$ cat src/inc/cscd_pkg.sv
package cscd_pkg;
   // register addresses
   localparam logic [7:0] ADDR_SCAN_CTRL = 8'h1b;
   localparam logic [7:0] ADDR_RESET_GAIN = 8'h1c;
   localparam logic [7:0] ADDR_DRIVE_CH0 = 8'h1e;
   localparam logic [7:0] ADDR_DRIVE_CH1 = 8'h1f;
   localparam logic [7:0] ADDR_DRIVE_CH2 = 8'h20;
   localparam logic [7:0] ADDR_DRIVE_CH3 = 8'h21;
   localparam logic [7:0] ADDR_CONFIG = 8'h1a;
   // channel scan control fields
   localparam int SCAN_EN_BIT = 15;
   localparam int SCAN_ORDER_HI = 14;
   localparam int SCAN_ORDER_LO = 13;
   localparam int FILTER_HI = 2;
   localparam int FILTER_LO = 0;
   localparam logic [15:0] SCAN_CTRL_RST = 16'h020f;
   // reset and gain fields
   localparam int SOFT_RESET_BIT = 15;
   localparam int GAIN_HI = 10;
   localparam int GAIN_LO = 9;
   localparam logic [15:0] RESET_GAIN_RST = 16'h0000;
   localparam logic [15:0] RESET_GAIN_WMASK = 16'h0600;
   // drive fields
   localparam int DRIVE_HI = 15;
   localparam int DRIVE_LO = 11;
   localparam logic [15:0] DRIVE_RST = 16'h0000;
   localparam logic [15:0] DRIVE_WMASK = 16'hf800;
   // config register fields used by this block
   localparam int CHAN_SEL_HI = 15;
   localparam int CHAN_SEL_LO = 14;
   localparam int BOOST_BIT = 6;
   localparam logic [15:0] CONFIG_RST = 16'h2801;
   // scan order codes
   localparam logic [1:0] ORDER_TWO = 2'h0;
   localparam logic [1:0] ORDER_THREE = 2'h1;
   localparam logic [1:0] ORDER_FOUR = 2'h2;
   // filter bandwidth codes
   localparam logic [2:0] FILT_1MHZ = 3'h1;
   localparam logic [2:0] FILT_3MHZ3 = 3'h4;
   localparam logic [2:0] FILT_10MHZ = 3'h5;
   localparam logic [2:0] FILT_33MHZ = 3'h7;
   // gain shifts
   localparam logic [2:0] SHIFT_G1 = 3'h0;
   localparam logic [2:0] SHIFT_G4 = 3'h2;
   localparam logic [2:0] SHIFT_G8 = 3'h3;
   localparam logic [2:0] SHIFT_G16 = 3'h4;
   // timing: settle and convert intervals
   localparam int CLK_MHZ = 20;
   localparam int SETTLE_US = 1;
   localparam int CONVERT_US = 10;
   localparam int SETTLE_CYC = SETTLE_US * CLK_MHZ;
   localparam int CONVERT_CYC = CONVERT_US * CLK_MHZ;
   localparam int CNT_W = 9;
   localparam int RESULT_W = 12;
   typedef enum logic [1:0] {ST_IDLE, ST_SETTLE, ST_CONVERT} cscd_state_e;
endpackage : cscd_pkg

$ cat src/design/cscd_drive_reg.sv
`timescale 1ns/10ps
// one channel's drive register; only the code field is storage
module cscd_drive_reg
   import cscd_pkg::*;
(
   input wire logic clk,
   input wire logic rst_b,
   input wire logic soft_rst,
   input wire logic wr_en,
   input wire logic [15:0] wr_data,
   output logic [4:0] code_q
);
   always_ff @(posedge clk or negedge rst_b)
   begin
      if (!rst_b)
         code_q <= 5'h00;
      else if (soft_rst)
         code_q <= DRIVE_RST[DRIVE_HI:DRIVE_LO];
      else if (wr_en)
         code_q <= wr_data[DRIVE_HI:DRIVE_LO];
   end
endmodule : cscd_drive_reg

$ cat src/design/cscd_sequencer.sv
`timescale 1ns/10ps
// picks the channel to convert and times settle and convert intervals
module cscd_sequencer
   import cscd_pkg::*;
(
   input wire logic clk,
   input wire logic rst_b,
   input wire logic abort,
   input wire logic scan_en,
   input wire logic [1:0] scan_order,
   input wire logic [1:0] single_sel,
   input wire logic four_chan,
   output logic [1:0] chan_q,
   output logic active_q,
   output logic conv_q,
   output logic done_q
);
   cscd_state_e state_q, state_d;
   logic [CNT_W-1:0] cnt_q, cnt_d;
   logic [1:0] chan_d;
   logic [1:0] last_chan;
   logic [1:0] next_scan;
   logic scan_latched_q, scan_latched_d;
   logic [1:0] order_latched_q, order_latched_d;
   logic cfg_change;
   logic interval_end;

   assign last_chan = !four_chan ? 2'h1 :
      (order_latched_q == ORDER_THREE) ? 2'h2 :
      (order_latched_q == ORDER_FOUR) ? 2'h3 : 2'h1;
   assign next_scan = (chan_q >= last_chan) ? 2'h0 : chan_q + 2'h1;
   assign cfg_change = (scan_en != scan_latched_q) ||
      (scan_order != order_latched_q);
   assign interval_end = (state_q == ST_SETTLE) ?
      (cnt_q == CNT_W'(SETTLE_CYC - 1)) : (cnt_q == CNT_W'(CONVERT_CYC - 1));

   always_comb
   begin
      state_d = state_q;
      cnt_d = cnt_q + CNT_W'(1);
      chan_d = chan_q;
      scan_latched_d = scan_latched_q;
      order_latched_d = order_latched_q;
      unique case (state_q)
         ST_IDLE:
         begin
            cnt_d = '0;
            state_d = ST_SETTLE;
            scan_latched_d = scan_en;
            order_latched_d = scan_order;
            chan_d = scan_en ? 2'h0 :
               (four_chan ? single_sel : {1'b0, single_sel[0]});
         end
         ST_SETTLE:
            if (interval_end)
            begin
               cnt_d = '0;
               state_d = ST_CONVERT;
            end
         ST_CONVERT:
            if (interval_end)
            begin
               cnt_d = '0;
               state_d = ST_SETTLE;
               scan_latched_d = scan_en;
               order_latched_d = scan_order;
               if (cfg_change)
                  chan_d = scan_en ? 2'h0 : single_sel;
               else if (scan_latched_q)
                  chan_d = next_scan;
               else
                  chan_d = single_sel;
               if (!four_chan)
                  chan_d[1] = 1'b0;
            end
      endcase
   end

   always_ff @(posedge clk or negedge rst_b)
   begin
      if (!rst_b)
      begin
         state_q <= ST_IDLE;
         cnt_q <= '0;
         chan_q <= 2'h0;
         scan_latched_q <= 1'b0;
         order_latched_q <= 2'h0;
         active_q <= 1'b0;
         conv_q <= 1'b0;
         done_q <= 1'b0;
      end
      else if (abort)
      begin
         state_q <= ST_IDLE;
         cnt_q <= '0;
         chan_q <= 2'h0;
         active_q <= 1'b0;
         conv_q <= 1'b0;
         done_q <= 1'b0;
      end
      else
      begin
         state_q <= state_d;
         cnt_q <= cnt_d;
         chan_q <= chan_d;
         scan_latched_q <= scan_latched_d;
         order_latched_q <= order_latched_d;
         active_q <= (state_d != ST_IDLE);
         conv_q <= (state_d == ST_CONVERT);
         done_q <= (state_q == ST_CONVERT) && interval_end;
      end
   end
endmodule : cscd_sequencer

$ cat src/design/cscd_scan_drive_cfg.sv
`timescale 1ns/10ps
// Contract
// - With scan off the device converts continuously on the single selected channel.
// - With scan on the channel sequence follows the scan order field.
// - Scan converts each listed channel once, then restarts the order forever.
// - Order code 00/11 gives ch0-1, 01 gives ch0-2, 10 gives ch0-3 on 4-ch parts.
// - Filter field 2:0 picks 1, 3.3, 10 or 33 MHz bandwidth, reset 111.
// - Writing one to reset bit 15 resets the device; the bit reads zero.
// - On 12-bit parts the gain field left-shifts the result by 0, 2, 3 or 4.
// - A channel's drive code is applied only while it settles and converts.
// - The single select field picks channel 0 to 3, 2-3 only on 4-ch parts.
module cscd_scan_drive_cfg
   import cscd_pkg::*;
(
   input wire logic clk,
   input wire logic rst_b,
   input wire logic four_chan,
   input wire logic narrow_result,
   input wire logic reg_wr,
   input wire logic reg_rd,
   input wire logic [7:0] reg_addr,
   input wire logic [15:0] reg_wdata,
   input wire logic [RESULT_W-1:0] raw_result,
   output logic [15:0] reg_rdata_q,
   output logic [1:0] conv_chan_q,
   output logic sensor_active_q,
   output logic conv_phase_q,
   output logic conv_done_q,
   output logic [4:0] drive_code_q,
   output logic drive_en_q,
   output logic boost_q,
   output logic [2:0] filter_bw_q,
   output logic [15:0] scaled_result_q,
   output logic soft_reset_q
);
   logic [15:0] scan_ctrl_q;
   logic [1:0] gain_q;
   logic [15:0] config_q;
   logic [4:0] code_chan [4];
   logic soft_rst;
   logic hit_scan;
   logic hit_gain;
   logic hit_cfg;
   logic [3:0] hit_drive;
   logic multi_channel_scan_enable;
   logic [1:0] scan_order_select;
   logic [1:0] single_channel_select;
   logic boosted_drive_chan0;
   logic [2:0] filter_wr;
   logic [2:0] gain_shift;
   logic [15:0] shifted;
   logic [15:0] rdata_d;
   logic [1:0] seq_chan;
   logic seq_active;
   logic seq_conv;
   logic seq_done;

   assign hit_scan = reg_wr && (reg_addr == ADDR_SCAN_CTRL);
   assign hit_gain = reg_wr && (reg_addr == ADDR_RESET_GAIN);
   assign hit_cfg = reg_wr && (reg_addr == ADDR_CONFIG);
   assign hit_drive[0] = reg_wr && (reg_addr == ADDR_DRIVE_CH0);
   assign hit_drive[1] = reg_wr && (reg_addr == ADDR_DRIVE_CH1);
   assign hit_drive[2] = reg_wr && (reg_addr == ADDR_DRIVE_CH2) && four_chan;
   assign hit_drive[3] = reg_wr && (reg_addr == ADDR_DRIVE_CH3) && four_chan;
   assign soft_rst = hit_gain && reg_wdata[SOFT_RESET_BIT];

   assign multi_channel_scan_enable = scan_ctrl_q[SCAN_EN_BIT];
   assign scan_order_select = scan_ctrl_q[SCAN_ORDER_HI:SCAN_ORDER_LO];
   assign single_channel_select = config_q[CHAN_SEL_HI:CHAN_SEL_LO];
   assign boosted_drive_chan0 = config_q[BOOST_BIT];

   // unlisted filter codes keep the previous setting
   assign filter_wr = reg_wdata[FILTER_HI:FILTER_LO];

   // reserved bits 12:3 are stored as written; software keeps the pattern
   always_ff @(posedge clk or negedge rst_b)
   begin
      if (!rst_b)
         scan_ctrl_q <= SCAN_CTRL_RST;
      else if (soft_rst)
         scan_ctrl_q <= SCAN_CTRL_RST;
      else if (hit_scan)
      begin
         scan_ctrl_q[15:3] <= reg_wdata[15:3];
         if (filter_wr == FILT_1MHZ || filter_wr == FILT_3MHZ3 ||
             filter_wr == FILT_10MHZ || filter_wr == FILT_33MHZ)
            scan_ctrl_q[FILTER_HI:FILTER_LO] <= filter_wr;
      end
   end

   always_ff @(posedge clk or negedge rst_b)
   begin
      if (!rst_b)
         gain_q <= 2'h0;
      else if (soft_rst)
         gain_q <= RESET_GAIN_RST[GAIN_HI:GAIN_LO];
      else if (hit_gain)
         gain_q <= reg_wdata[GAIN_HI:GAIN_LO];
   end

   always_ff @(posedge clk or negedge rst_b)
   begin
      if (!rst_b)
         config_q <= CONFIG_RST;
      else if (soft_rst)
         config_q <= CONFIG_RST;
      else if (hit_cfg)
         config_q <= reg_wdata;
   end

   genvar gi;
   generate
      for (gi = 0; gi < 4; gi++)
      begin : g_drive
         cscd_drive_reg u_drive (
            .clk(clk),
            .rst_b(rst_b),
            .soft_rst(soft_rst),
            .wr_en(hit_drive[gi]),
            .wr_data(reg_wdata),
            .code_q(code_chan[gi])
         );
      end
   endgenerate

   cscd_sequencer u_seq (
      .clk(clk),
      .rst_b(rst_b),
      .abort(soft_rst),
      .scan_en(multi_channel_scan_enable),
      .scan_order(scan_order_select),
      .single_sel(single_channel_select),
      .four_chan(four_chan),
      .chan_q(seq_chan),
      .active_q(seq_active),
      .conv_q(seq_conv),
      .done_q(seq_done)
   );

   assign gain_shift = (gain_q == 2'h1) ? SHIFT_G4 :
      (gain_q == 2'h2) ? SHIFT_G8 :
      (gain_q == 2'h3) ? SHIFT_G16 : SHIFT_G1;
   assign shifted = narrow_result ?
      (16'(raw_result) << gain_shift) : 16'(raw_result);

   always_comb
   begin
      rdata_d = 16'h0000;
      unique case (reg_addr)
         ADDR_SCAN_CTRL: rdata_d = scan_ctrl_q;
         ADDR_RESET_GAIN: rdata_d = {5'h00, gain_q, 9'h000};
         ADDR_CONFIG: rdata_d = config_q;
         ADDR_DRIVE_CH0: rdata_d = {code_chan[0], 11'h000};
         ADDR_DRIVE_CH1: rdata_d = {code_chan[1], 11'h000};
         ADDR_DRIVE_CH2: rdata_d = four_chan ? {code_chan[2], 11'h000} : 16'h0;
         ADDR_DRIVE_CH3: rdata_d = four_chan ? {code_chan[3], 11'h000} : 16'h0;
         default: rdata_d = 16'h0000;
      endcase
   end

   always_ff @(posedge clk or negedge rst_b)
   begin
      if (!rst_b)
      begin
         reg_rdata_q <= 16'h0000;
         conv_chan_q <= 2'h0;
         sensor_active_q <= 1'b0;
         conv_phase_q <= 1'b0;
         conv_done_q <= 1'b0;
         drive_code_q <= 5'h00;
         drive_en_q <= 1'b0;
         boost_q <= 1'b0;
         filter_bw_q <= 3'h7;
         scaled_result_q <= 16'h0000;
         soft_reset_q <= 1'b0;
      end
      else
      begin
         if (reg_rd)
            reg_rdata_q <= rdata_d;
         conv_chan_q <= seq_chan;
         sensor_active_q <= seq_active;
         conv_phase_q <= seq_conv;
         conv_done_q <= seq_done;
         drive_code_q <= seq_active ? code_chan[seq_chan] : 5'h00;
         drive_en_q <= seq_active;
         // boost honoured only off scan; unsupported combination
         boost_q <= boosted_drive_chan0 && !multi_channel_scan_enable &&
            seq_active && (seq_chan == 2'h0);
         filter_bw_q <= scan_ctrl_q[FILTER_HI:FILTER_LO];
         if (seq_done)
            scaled_result_q <= shifted;
         soft_reset_q <= soft_rst;
      end
   end
endmodule : cscd_scan_drive_cfg

$ cat config.mk
export PLATFORM = sky130hd
export DESIGN_NAME = cscd_scan_drive_cfg
export DESIGN_NICKNAME = d
export VERILOG_FILES = /design/src/inc/cscd_pkg.sv /design/src/design/cscd_drive_reg.sv /design/src/design/cscd_sequencer.sv /design/src/design/cscd_scan_drive_cfg.sv
export SDC_FILE = /design/constraint.sdc
export NUM_CORES = 1
export LEC_CHECK = 0
export BUFFER_PORTS_ARGS = -buffer_cell sky130_fd_sc_hd__buf_2
export CORE_MARGIN = 2
export CORE_UTILIZATION = 55
export DETAILED_ROUTE_END_ITERATION = 10
export PLACE_DENSITY = 0.76
export SKIP_LAST_GASP = 1
export SLEW_MARGIN = 25
export SYNTH_ARGS = -nofsm -noshare
export SYNTH_HDL_FRONTEND = slang
export SYNTH_SLANG_ARGS = --single-unit
$ cat constraint.sdc
create_clock -name clk -period 2.4 [get_ports clk]
set_input_delay 0.24 -clock clk [delete_from_list [all_inputs] [get_ports clk]]
set_output_delay 0.24 -clock clk [all_outputs]
set_load 0.005 [all_outputs]
# --- Yosys cells after proc, flatten, opt, wreduce, memory -nomap -nowiden ---
# Cells that the tools add are included.
totals:
  register_bits: 120
  out_inout_bits: 48
  in_bits: 42
  wordCells: 148
op_classes:
  n_lt_le_gt_ge: 2
  n_eq_ne: 25
  n_bitwise: 2
  mux: 54
  reduce_logical: 36
  n_shift: 1
  n_addsub: 2
ops:
  columns: ["op", "n"]
  rows:
  - ["$mux W16", 7]
  - ["$pmux W16 S7", 1]
  - ["$mux W5", 11]
  - ["$eq A8 B5 Y1 const B", 5]
  - ["$mux W2", 17]
  - ["$reduce_bool A2 Y1", 10]
  - ["$mux W9", 2]
  - ["$pmux W9 S2", 1]
  - ["$eq A8 B6 Y1 const B", 2]
  - ["$shl A12 B3 Y16", 1]
  - ["$logic_and A1 B1 Y1", 14]
  - ["$mux W3", 4]
  - ["$bmux W5 S2", 1]
  - ["$eq A2 B2 Y1 const B", 5]
  - ["$add A9 B1 Y9 const B", 1]
  - ["$eq A3 B3 Y1 const B", 3]
  - ["$eq A9 B5 Y1 const B", 1]
  - ["$eq A9 B8 Y1 const B", 1]
  - ["$pmux W2 S2", 2]
  - ["$eq A2 B1 Y1 const B", 3]
  - ["$mux W1", 6]
  - ["$pmux W2 S3", 1]
  - ["$logic_not A2 Y1", 2]
  - ["$logic_or A1 B1 Y1", 4]
  - ["other kinds (16)", 17]

# --- Longest topological paths before layout ---
# Gate-level depths: netlist (run 1).
depth:
  depth_word: 12
  mapped_depth: 9
  ltp_nobuf: 9

# --- By module ---
# Synthesis (run 1) repeated with hierarchy kept, for this count alone.
hier_totals:
  hier_cells: 601
  area_unflattened_um2: 6253.5
by_module_without_submodules:
  columns: ["mod", "cells_each", "area_each_um2", "seq_area_each_um2", "instances"]
  rows:
  - ["cscd_scan_drive_cfg", 438, 4379.2, 2040.7, 1]
  - ["cscd_sequencer", 99, 1053.5, 475.5, 1]
  - ["cscd_drive_reg", 16, 205.2, 125.1, 4]

# --- Least setup slack after synthesis (run 1) ---
# No wires, ideal clock.
synth_timing:
  path_type: "reg2reg"
  start: "register u_seq.chan_q[0]"
  end: "register u_seq.chan_q[0]"
  path_slack_ns: 0.212
  n_path_buf: 1
  t_required_ns: 2.323
  setup_time_ns: 0.077
  path_stages_with_launch: 9
  synth_period_minus_slack_ns: 2.188
  arrival_time_ns: 2.111
  cell_sequence: "dfrtp_1 -> clkbuf_1 -> inv_1 -> ha_1 -> nand2b_1 -> a2111oi_0 -> a21oi_1 -> or2_1 -> a21oi_1"
synth_between:
  elab_chain_len: 7
  elab_cells_between_ends: 8
  classes_between: "add/sub: 1; order compare: 1; mux: 6"
synth_lines:
  columns: ["element", "line_no", "text"]
  rows:
  - ["start: declaration", "cscd_sequencer.sv:13", "output logic [1:0] chan_q,"]
  - ["start signal: assignment", "cscd_sequencer.sv:105", "chan_q <= chan_d;"]
  - ["$add A2 B1 Y2 / $ge A2 B2 Y1 (equally long branches)", "cscd_sequencer.sv:31", "assign next_scan = (chan_q >= last_chan) ? 2'h0 : chan_q + 2'h1;"]
  - ["$mux W2 (*)", "cscd_sequencer.sv:31", null]
  - ["$mux W2 (*)", "cscd_sequencer.sv:69", "else if (scan_latched_q)"]
  - ["$mux W2 (*)", "cscd_sequencer.sv:67", "if (cfg_change)"]
  - ["$mux W2 (*)", "cscd_sequencer.sv:61", "if (interval_end)"]
  - ["$pmux W2 S2 (*)", "cscd_sequencer.sv:44", "unique case (state_q)"]
  - ["$mux W2 (*)", "cscd_sequencer.sv:92", "else if (abort)"]
# Every way passes the cells marked *; elsewhere a longest branch is shown, timed or not. The select of a mux whose other input is x is not followed.
# A chain may end at the register's enable or synchronous reset.

# --- Final worst setup path (run 1) ---
layout_timing:
  start: "register u_seq.order_latched_q[1]"
  end: "register u_seq.chan_q[0]"
layout_between:
  elab_chain_len: 11
  elab_cells_between_ends: 14
  classes_between: "order compare: 1; eq/ne: 3; mux: 9; reduce/logical: 1"
layout_lines:
  columns: ["element", "line_no", "text"]
  rows:
  - ["start: declaration", "cscd_sequencer.sv:24", "logic [1:0] order_latched_q, order_latched_d;"]
  - ["start signal: assignment", "cscd_sequencer.sv:107", "order_latched_q <= order_latched_d;"]
  - ["$eq A2 B2 Y1", "cscd_sequencer.sv:30", "(order_latched_q == ORDER_FOUR) ? 2'h3 : 2'h1;"]
  - ["$mux W2", "cscd_sequencer.sv:30", null]
  - ["$mux W2", "cscd_sequencer.sv:29", "(order_latched_q == ORDER_THREE) ? 2'h2 :"]
  - ["$mux W2", "cscd_sequencer.sv:28", "assign last_chan = !four_chan ? 2'h1 :"]
  - ["$ge A2 B2 Y1", "cscd_sequencer.sv:31", null]
  - ["$mux W2", "cscd_sequencer.sv:31", null]
  - ["$mux W2", "cscd_sequencer.sv:69", null]
  - ["$mux W2 (*)", "cscd_sequencer.sv:67", null]
  - ["$mux W2 (*)", "cscd_sequencer.sv:61", null]
  - ["$pmux W2 S2 (*)", "cscd_sequencer.sv:44", null]
  - ["$mux W2 (*)", "cscd_sequencer.sv:92", null]
# Marks and branches as above.

==> results of run 1 <==
## cell type report
cell class	count	area [µm²]
clock inverter	8	145.1
timing repair buffer	129	818.3
fill	803	3306
tap	140	175.2
clock buffer	24	470.5
sequential	120	3017
multi-input combinational	430	2759
inverter	27	102.6
## report_power, final
part / switching, W / internal, W / leakage (nW) / total, W
combinational: 0.000454 / 0.000369 / 1.61 / 0.000823
clock: 0.000879 / 0.00177 / 0.295 / 0.00265
sequential: 0.000121 / 0.00218 / 1.57 / 0.00230
total: 0.00145 / 0.00432 / 3.48 / 0.00577
## how the worst max path moves through the flow
stage / from / end / slack [ns] / depth (start not counted)
2_1_floorplan: u_seq.chan_q[0] / u_seq.chan_q[0] / 0.21 / 8
3_3_place_gp: u_seq.order_latched_q[0] / u_seq.chan_q[0] / 0.24 / 8
3_5_place_dp: u_seq.order_latched_q[1] / u_seq.chan_q[0] / 0.11 / 9
4_1_cts: gain_q[0] / scaled_result_q[11] / 0.06 / 7
5_1_grt: u_seq.order_latched_q[1] / u_seq.chan_q[0] / -0.09 / 9
6_report: u_seq.order_latched_q[1] / u_seq.chan_q[0] / 0.17 / 9
## flip-flops by register name, indices dropped and copies added, names as in the netlist, 2 cells and up
name	count
conv_chan_q	2
filter_bw_q	3
reg_rdata_q	16
drive_code_q	5
g_drive.u_drive.code_q	20
scaled_result_q	16
u_seq.order_latched_q	2
config_q	16
gain_q	2
u_seq.cnt_q	9
u_seq.state_q	2
scan_ctrl_q	16
u_seq.chan_q	2
## cell usage in the layout (no fill, tap or decap), drive strengths merged, types with 10 or more instances in the layout
master | synthesis | layout
ha | 10 | 10
inv | 26 | 26
clkbuf | 24 | 24
dfrtp | 109 | 109
nand2 | 81 | 81
nand3 | 46 | 46
o21ai | 32 | 32
dfstp | 11 | 11
buf | 15 | 111
mux2 | 15 | 15
mux2i | 33 | 33
nor2 | 31 | 31
dlygate4sd3 | 0 | 18
o22ai | 12 | 12
a21oi | 61 | 61
## critical path: cells and delay by family (launching register included)
kind / cells / cell delay, ns
simple gates: 3 / 0.52
buf+inv: 1 / 0.06
compound gates: 3 / 0.75
flops: 1 / 0.38
fa+ha+maj: 2 / 0.44
## logic make-up (layout without fill, tap and decap cells)
group           Yosys count  count (layout)  share of synthesized area [%]
fa+ha+maj                10              10                          2.069
mux                      53              53                          10.30
compound gates          153             153                          15.23
flops                   120             120                          49.88
simple gates            205             205                          16.65
buf+inv                  66             188                          4.572
xor+xnor                  9               9                          1.303
## layer usage
metal / global-route usage (%) / vias to the layer above / part of all wire [%]
li1: - / 2401 / -
met1: 37.13 / 2465 / 41
met2: 43.79 / 224 / 49
met3: 7.113 / 33 / 7.9
met4: 10.07 / 0 / 2.1
met5: 0 / - / 0
## what timing repair did
action / 4_1_cts / 5_1_grt
gates resized for setup: 0 / 2
setup endpoints to repair: 0 / 3
hold endpoints to repair: 152 / 0
hold buffers: 18 / 0
## stage by stage
stage | setup TNS, ns | cell area, µm² | hold slack (ns) | instances | power (W)
after floorplan | 0 | 6048 | -0.05559 | 616 | 0.002802
after global placement | 0 | 6688 | 0.3380 | 828 | 0.003089
after detailed placement | 0 | 6688 | 0.3402 | 828 | 0.003121
after CTS | 0 | 7483 | 0.0006413 | 878 | 0.005809
after global routing | -0.09827 | 7487 | 0.01032 | 878 | 0.006035
final | 0 | 7487 | 0.02039 | 878 | 0.005769
==> results.json, run 1 <==
{
  "status": "complete, no violations",
  "cts_buffer_depth": 2,
  "synth_area_leader_cell": "dfrtp_1",
  "grt_pass1_wl_um": 25120,
  "r2r-end": "u_seq.chan_q[0]",
  "worst_pin_slew_ns": 0.6349,
  "period_share_pct": 92.88,
  "h-tree-depth": 4,
  "wl_per_cell_um": 17.46,
  "grt_max_degree": 121,
  "cts_tree": "built",
  "viasPerCell": 5.835,
  "seq_area_frac_synth_pct": 49.88,
  "cts_sinks": 120,
  "final_util_pct": 69.37,
  "die_area_mm2": 0.01185,
  "drive_gt1_share_pct": 23.98,
  "arrival_ns": 2.68,
  "hp-start": "four_chan",
  "critPathRequiredTime_ns": 2.85,
  "synthFlopType": "dfrtp_1",
  "route.vias.total": 5123,
  "antenna_found_initial": 0,
  "synth_common_cells": "109 x dfrtp_1, 81 x nand2_1, 61 x a21oi_1",
  "relSlewSlack_pct": 57.67,
  "io_pins": 90,
  "synth_nets": 668,
  "maxCapViolations": 0,
  "synth_area_mm2": 0.006048,
  "n_antenna_cell": 0,
  "drtIter0Drc": 393,
  "fin_skew_ns": 0.006336,
  "r2r_cells": 9,
  "leakagePower_nw": 3.479,
  "ant_nets": 0,
  "p_per_area_mw_per_mm2": 770.6,
  "postCtsSetupRepairBufs": 0,
  "async_flop_share_pct": 100.0,
  "place_ws_ns": 0.1119,
  "end_kind": "register",
  "fin_nets": 777,
  "clockRootBuffer": "clkbuf_8",
  "die_w_um": 108.9,
  "critPathMaxFanout": 3,
  "avgSynthCellArea_um2": 9.819,
  "drt-total-wl_um": 15330,
  "gr-total-overflow": 0,
  "timing_hold_violations_final": 0,
  "hold_path_class": "in -> reg",
  "dr.pass1.iters": 5,
  "clk_latency_ns": 0.53,
  "gp_congestion": 0.8883,
  "synth_top_area_share_pct": 45.10,
  "die_h_um": 108.9,
  "dp_hpwl_um": 10010,
  "max-vdd-ir-drop_mv": 0.4393,
  "setup_ws_ns": 0.1708,
  "start_kind": "register",
  "whs_path_depth": 3,
  "whs_endpoint": "u_seq.chan_q[1]",
  "start_util_pct": 56.04,
  "rows": 38,
  "grt_pass1_vias": 5063,
  "path_cells": "inv_1 > ha_1 > nand2b_1 > ha_1 > nand4b_1 > a2111oi_1 > a21oi_1 > or2_1 > a21oi_1",
  "grt_use_total_pct": 27.74,
  "io_buffers": 89,
  "clk_pin_slew_ns": 0.06,
  "r2r-start": "u_seq.order_latched_q[1]",
  "cp_slowest_cell": "a2111oi_1",
  "critPathKind": "reg -> reg",
  "cp_slowest_stage_delay_ns": 0.50,
  "synth-edff-count": 0,
  "period_needed_ns": 2.229,
  "syn_to_final_growth_pct": 23.79,
  "netlist_instances": 616,
  "drc": 0,
  "ys_ff_latch": 120,
  "rsz0062_at_grt": "true",
  "regToRegSetupSlack_ns": 0.17,
  "netlist_top_cells_area": "dfrtp_1 45%, mux2i_1 5.5%, a21oi_1 5.0%, nand2_1 5.0%, dfstp_2 4.8%",
  "core_area_mm2": 0.01079,
  "slew_viol_final": 0,
  "finalSetupViolations": 0,
  "numCtsBuffers": 17,
  "synth.most_common_cell": "dfrtp_1",
  "fmax_ghz": 0.4486,
  "yosysWarnings": 0,
  "synth_cell_types": 57
}
Power figures use the tool's default switching activity.
==> run 2, diff against run 1 <==
==> constraint.sdc (replaced) <==
create_clock -name clk -period 2.4 [get_ports clk]
set_input_delay 0.36 -clock clk [delete_from_list [all_inputs] [get_ports clk]]
set_output_delay 0.36 -clock clk [all_outputs]
set_load 0.005 [all_outputs]
==> run 2 against run 1 <==
Highest routed layer unchanged. Total power shrank 5.1%. Flip-flop and latch count is the same. Worst hold slack gained 0.076 ns.
==> results.json, run 2 (synthesis gave the netlist of run 1 again) <==
{
  "slew_viol_final": 0,
  "fin_nets": 764,
  "gr-total-overflow": 0,
  "route.vias.total": 5116,
  "viasPerCell": 5.914,
  "rsz0062_at_grt": "false",
  "critPathMaxFanout": 14,
  "worst_pin_slew_ns": 0.8607,
  "gp_congestion": 0.9167,
  "grt_pass1_wl_um": 24030,
  "drt-total-wl_um": 14760,
  "core_area_mm2": 0.01079,
  "maxCapViolations": 0,
  "n_antenna_cell": 0,
  "rows": 38,
  "critPathRequiredTime_ns": 2.80,
  "hold_path_class": "in -> reg",
  "numCtsBuffers": 17,
  "fin_skew_ns": 0.006202,
  "period_needed_ns": 2.250,
  "cts_buffer_depth": 2,
  "start_util_pct": 56.04,
  "num-fill-cells": 825,
  "period_share_pct": 93.75,
  "clk_latency_ns": 0.52,
  "io_pins": 90,
  "drtIter0Drc": 311,
  "fmax_ghz": 0.4445,
  "die_w_um": 108.9,
  "top_register": "g_drive.u_drive.code_q",
  "grt_max_degree": 48,
  "h-tree-depth": 4,
  "status": "complete, no violations",
  "leakagePower_nw": 3.400,
  "clockRootBuffer": "clkbuf_8",
  "wl_per_cell_um": 17.06,
  "syn_to_final_growth_pct": 20.19,
  "clk_pin_slew_ns": 0.06,
  "postCtsSetupRepairBufs": 0,
  "place_area_mm2": 0.006705,
  "dp_hpwl_um": 10210,
  "multi_input_area_mm2": 0.002761,
  "dr.pass1.iters": 7,
  "seq_area_mm2": 0.003017,
  "die_area_mm2": 0.01185,
  "io_buffers": 89,
  "timing_hold_violations_final": 0,
  "p_per_area_mw_per_mm2": 753.3,
  "antenna_found_initial": 0,
  "drive_gt1_share_pct": 24.83,
  "cts_tree": "built",
  "arrival_ns": 2.65,
  "cts_sinks": 120,
  "finalSetupViolations": 0,
  "fin_setup_tns_ns": 0,
  "fin_area_mm2": 0.007269,
  "relSlewSlack_pct": 42.62,
  "critPathKind": "reg -> reg",
  "final_common_cell": "dfrtp_1",
  "largest_register_ffs": 20,
  "grt_pass1_vias": 4922,
  "drc": 0,
  "max-vdd-ir-drop_mv": 0.4671,
  "ant_nets": 0,
  "layout_common_cells": "109 x dfrtp_1, 88 x buf_2, 81 x nand2_1, 61 x a21oi_1, 46 x nand3_1",
  "end_kind": "register",
  "die_h_um": 108.9,
  "start_kind": "register",
  "grt_use_total_pct": 26.13
}
-- run 2: what timing repair did --
item | in CTS | in global routing
resized for setup | 0 | 2
hold endpoints to repair | 30 | 0
hold buffers | 1 | 0
endpoints found under the setup margin | 0 | 2
-- run 2: layout make-up --
class / instances / share of cell area, %
Inverter: 27 / 1.411
Clock buffer: 23 / 6.145
Tap cell: 140 / 2.410
Timing Repair Buffer: 116 / 9.157
Sequential cell: 120 / 41.50
Multi-Input combinational cell: 430 / 37.99
Clock inverter: 9 / 1.394
-- run 2: path summary, 6_finish.rpt --
path	from	endpoint	slack, ns	cells past startpoint
min in group asynchronous	rst_b	scaled_result_q[14]	0.33	2
worst min-delay path	reg_wdata[9]	scan_ctrl_q[9]	0.1	3
worst min register to register	u_seq.conv_q	conv_phase_q	0.35	0
max in group asynchronous	rst_b	scan_ctrl_q[2]	1.27	3
worst max-delay path	gain_q[0]	scaled_result_q[11]	0.15	7
worst max register to register	gain_q[0]	scaled_result_q[11]	0.15	7
-- run 2: critical path: stages (launching register included) --
cell and delay (ns):
dfrtp_1 0.38, inv_1 0.06, ha_1 0.65, mux2_2 0.41, mux2i_1 0.18, nor2_1 0.07
a211oi_1 0.27, o2bb2ai_1 0.12
-- run 2: layer usage --
layer / vias to the layer above / GRT usage, % / part of all wire, %
li1: 2387 / - / -
met1: 2495 / 34.30 / 42
met2: 206 / 43.39 / 50
met3: 28 / 5.977 / 6.5
met4: 0 / 7.692 / 1.6
met5: - / 0 / 0
-- run 2: per-stage QoR --
stage / setup WS (ns) / total power (W) / util, % / std cells / hold slack (ns)
floorplan: 0.2120 / 0.002802 / - / 616 / 0.06441
CTS: 0.02375 / 0.005503 / 67.30 / 865 / 0.07385
global route: 0.005933 / 0.005730 / 67.35 / 865 / 0.08395
global placement: 0.2415 / 0.003082 / 62.13 / 832 / 0.3272
finish: 0.1500 / 0.005476 / 67.35 / 865 / 0.09616
detailed placement: 0.08622 / 0.003120 / 62.13 / 832 / 0.3302
-- run 2: report_power, final --
group	internal, W	switching [W]
sequential	0.00218	0.000125
clock	0.00149	0.000872
combinational	0.000355	0.000449
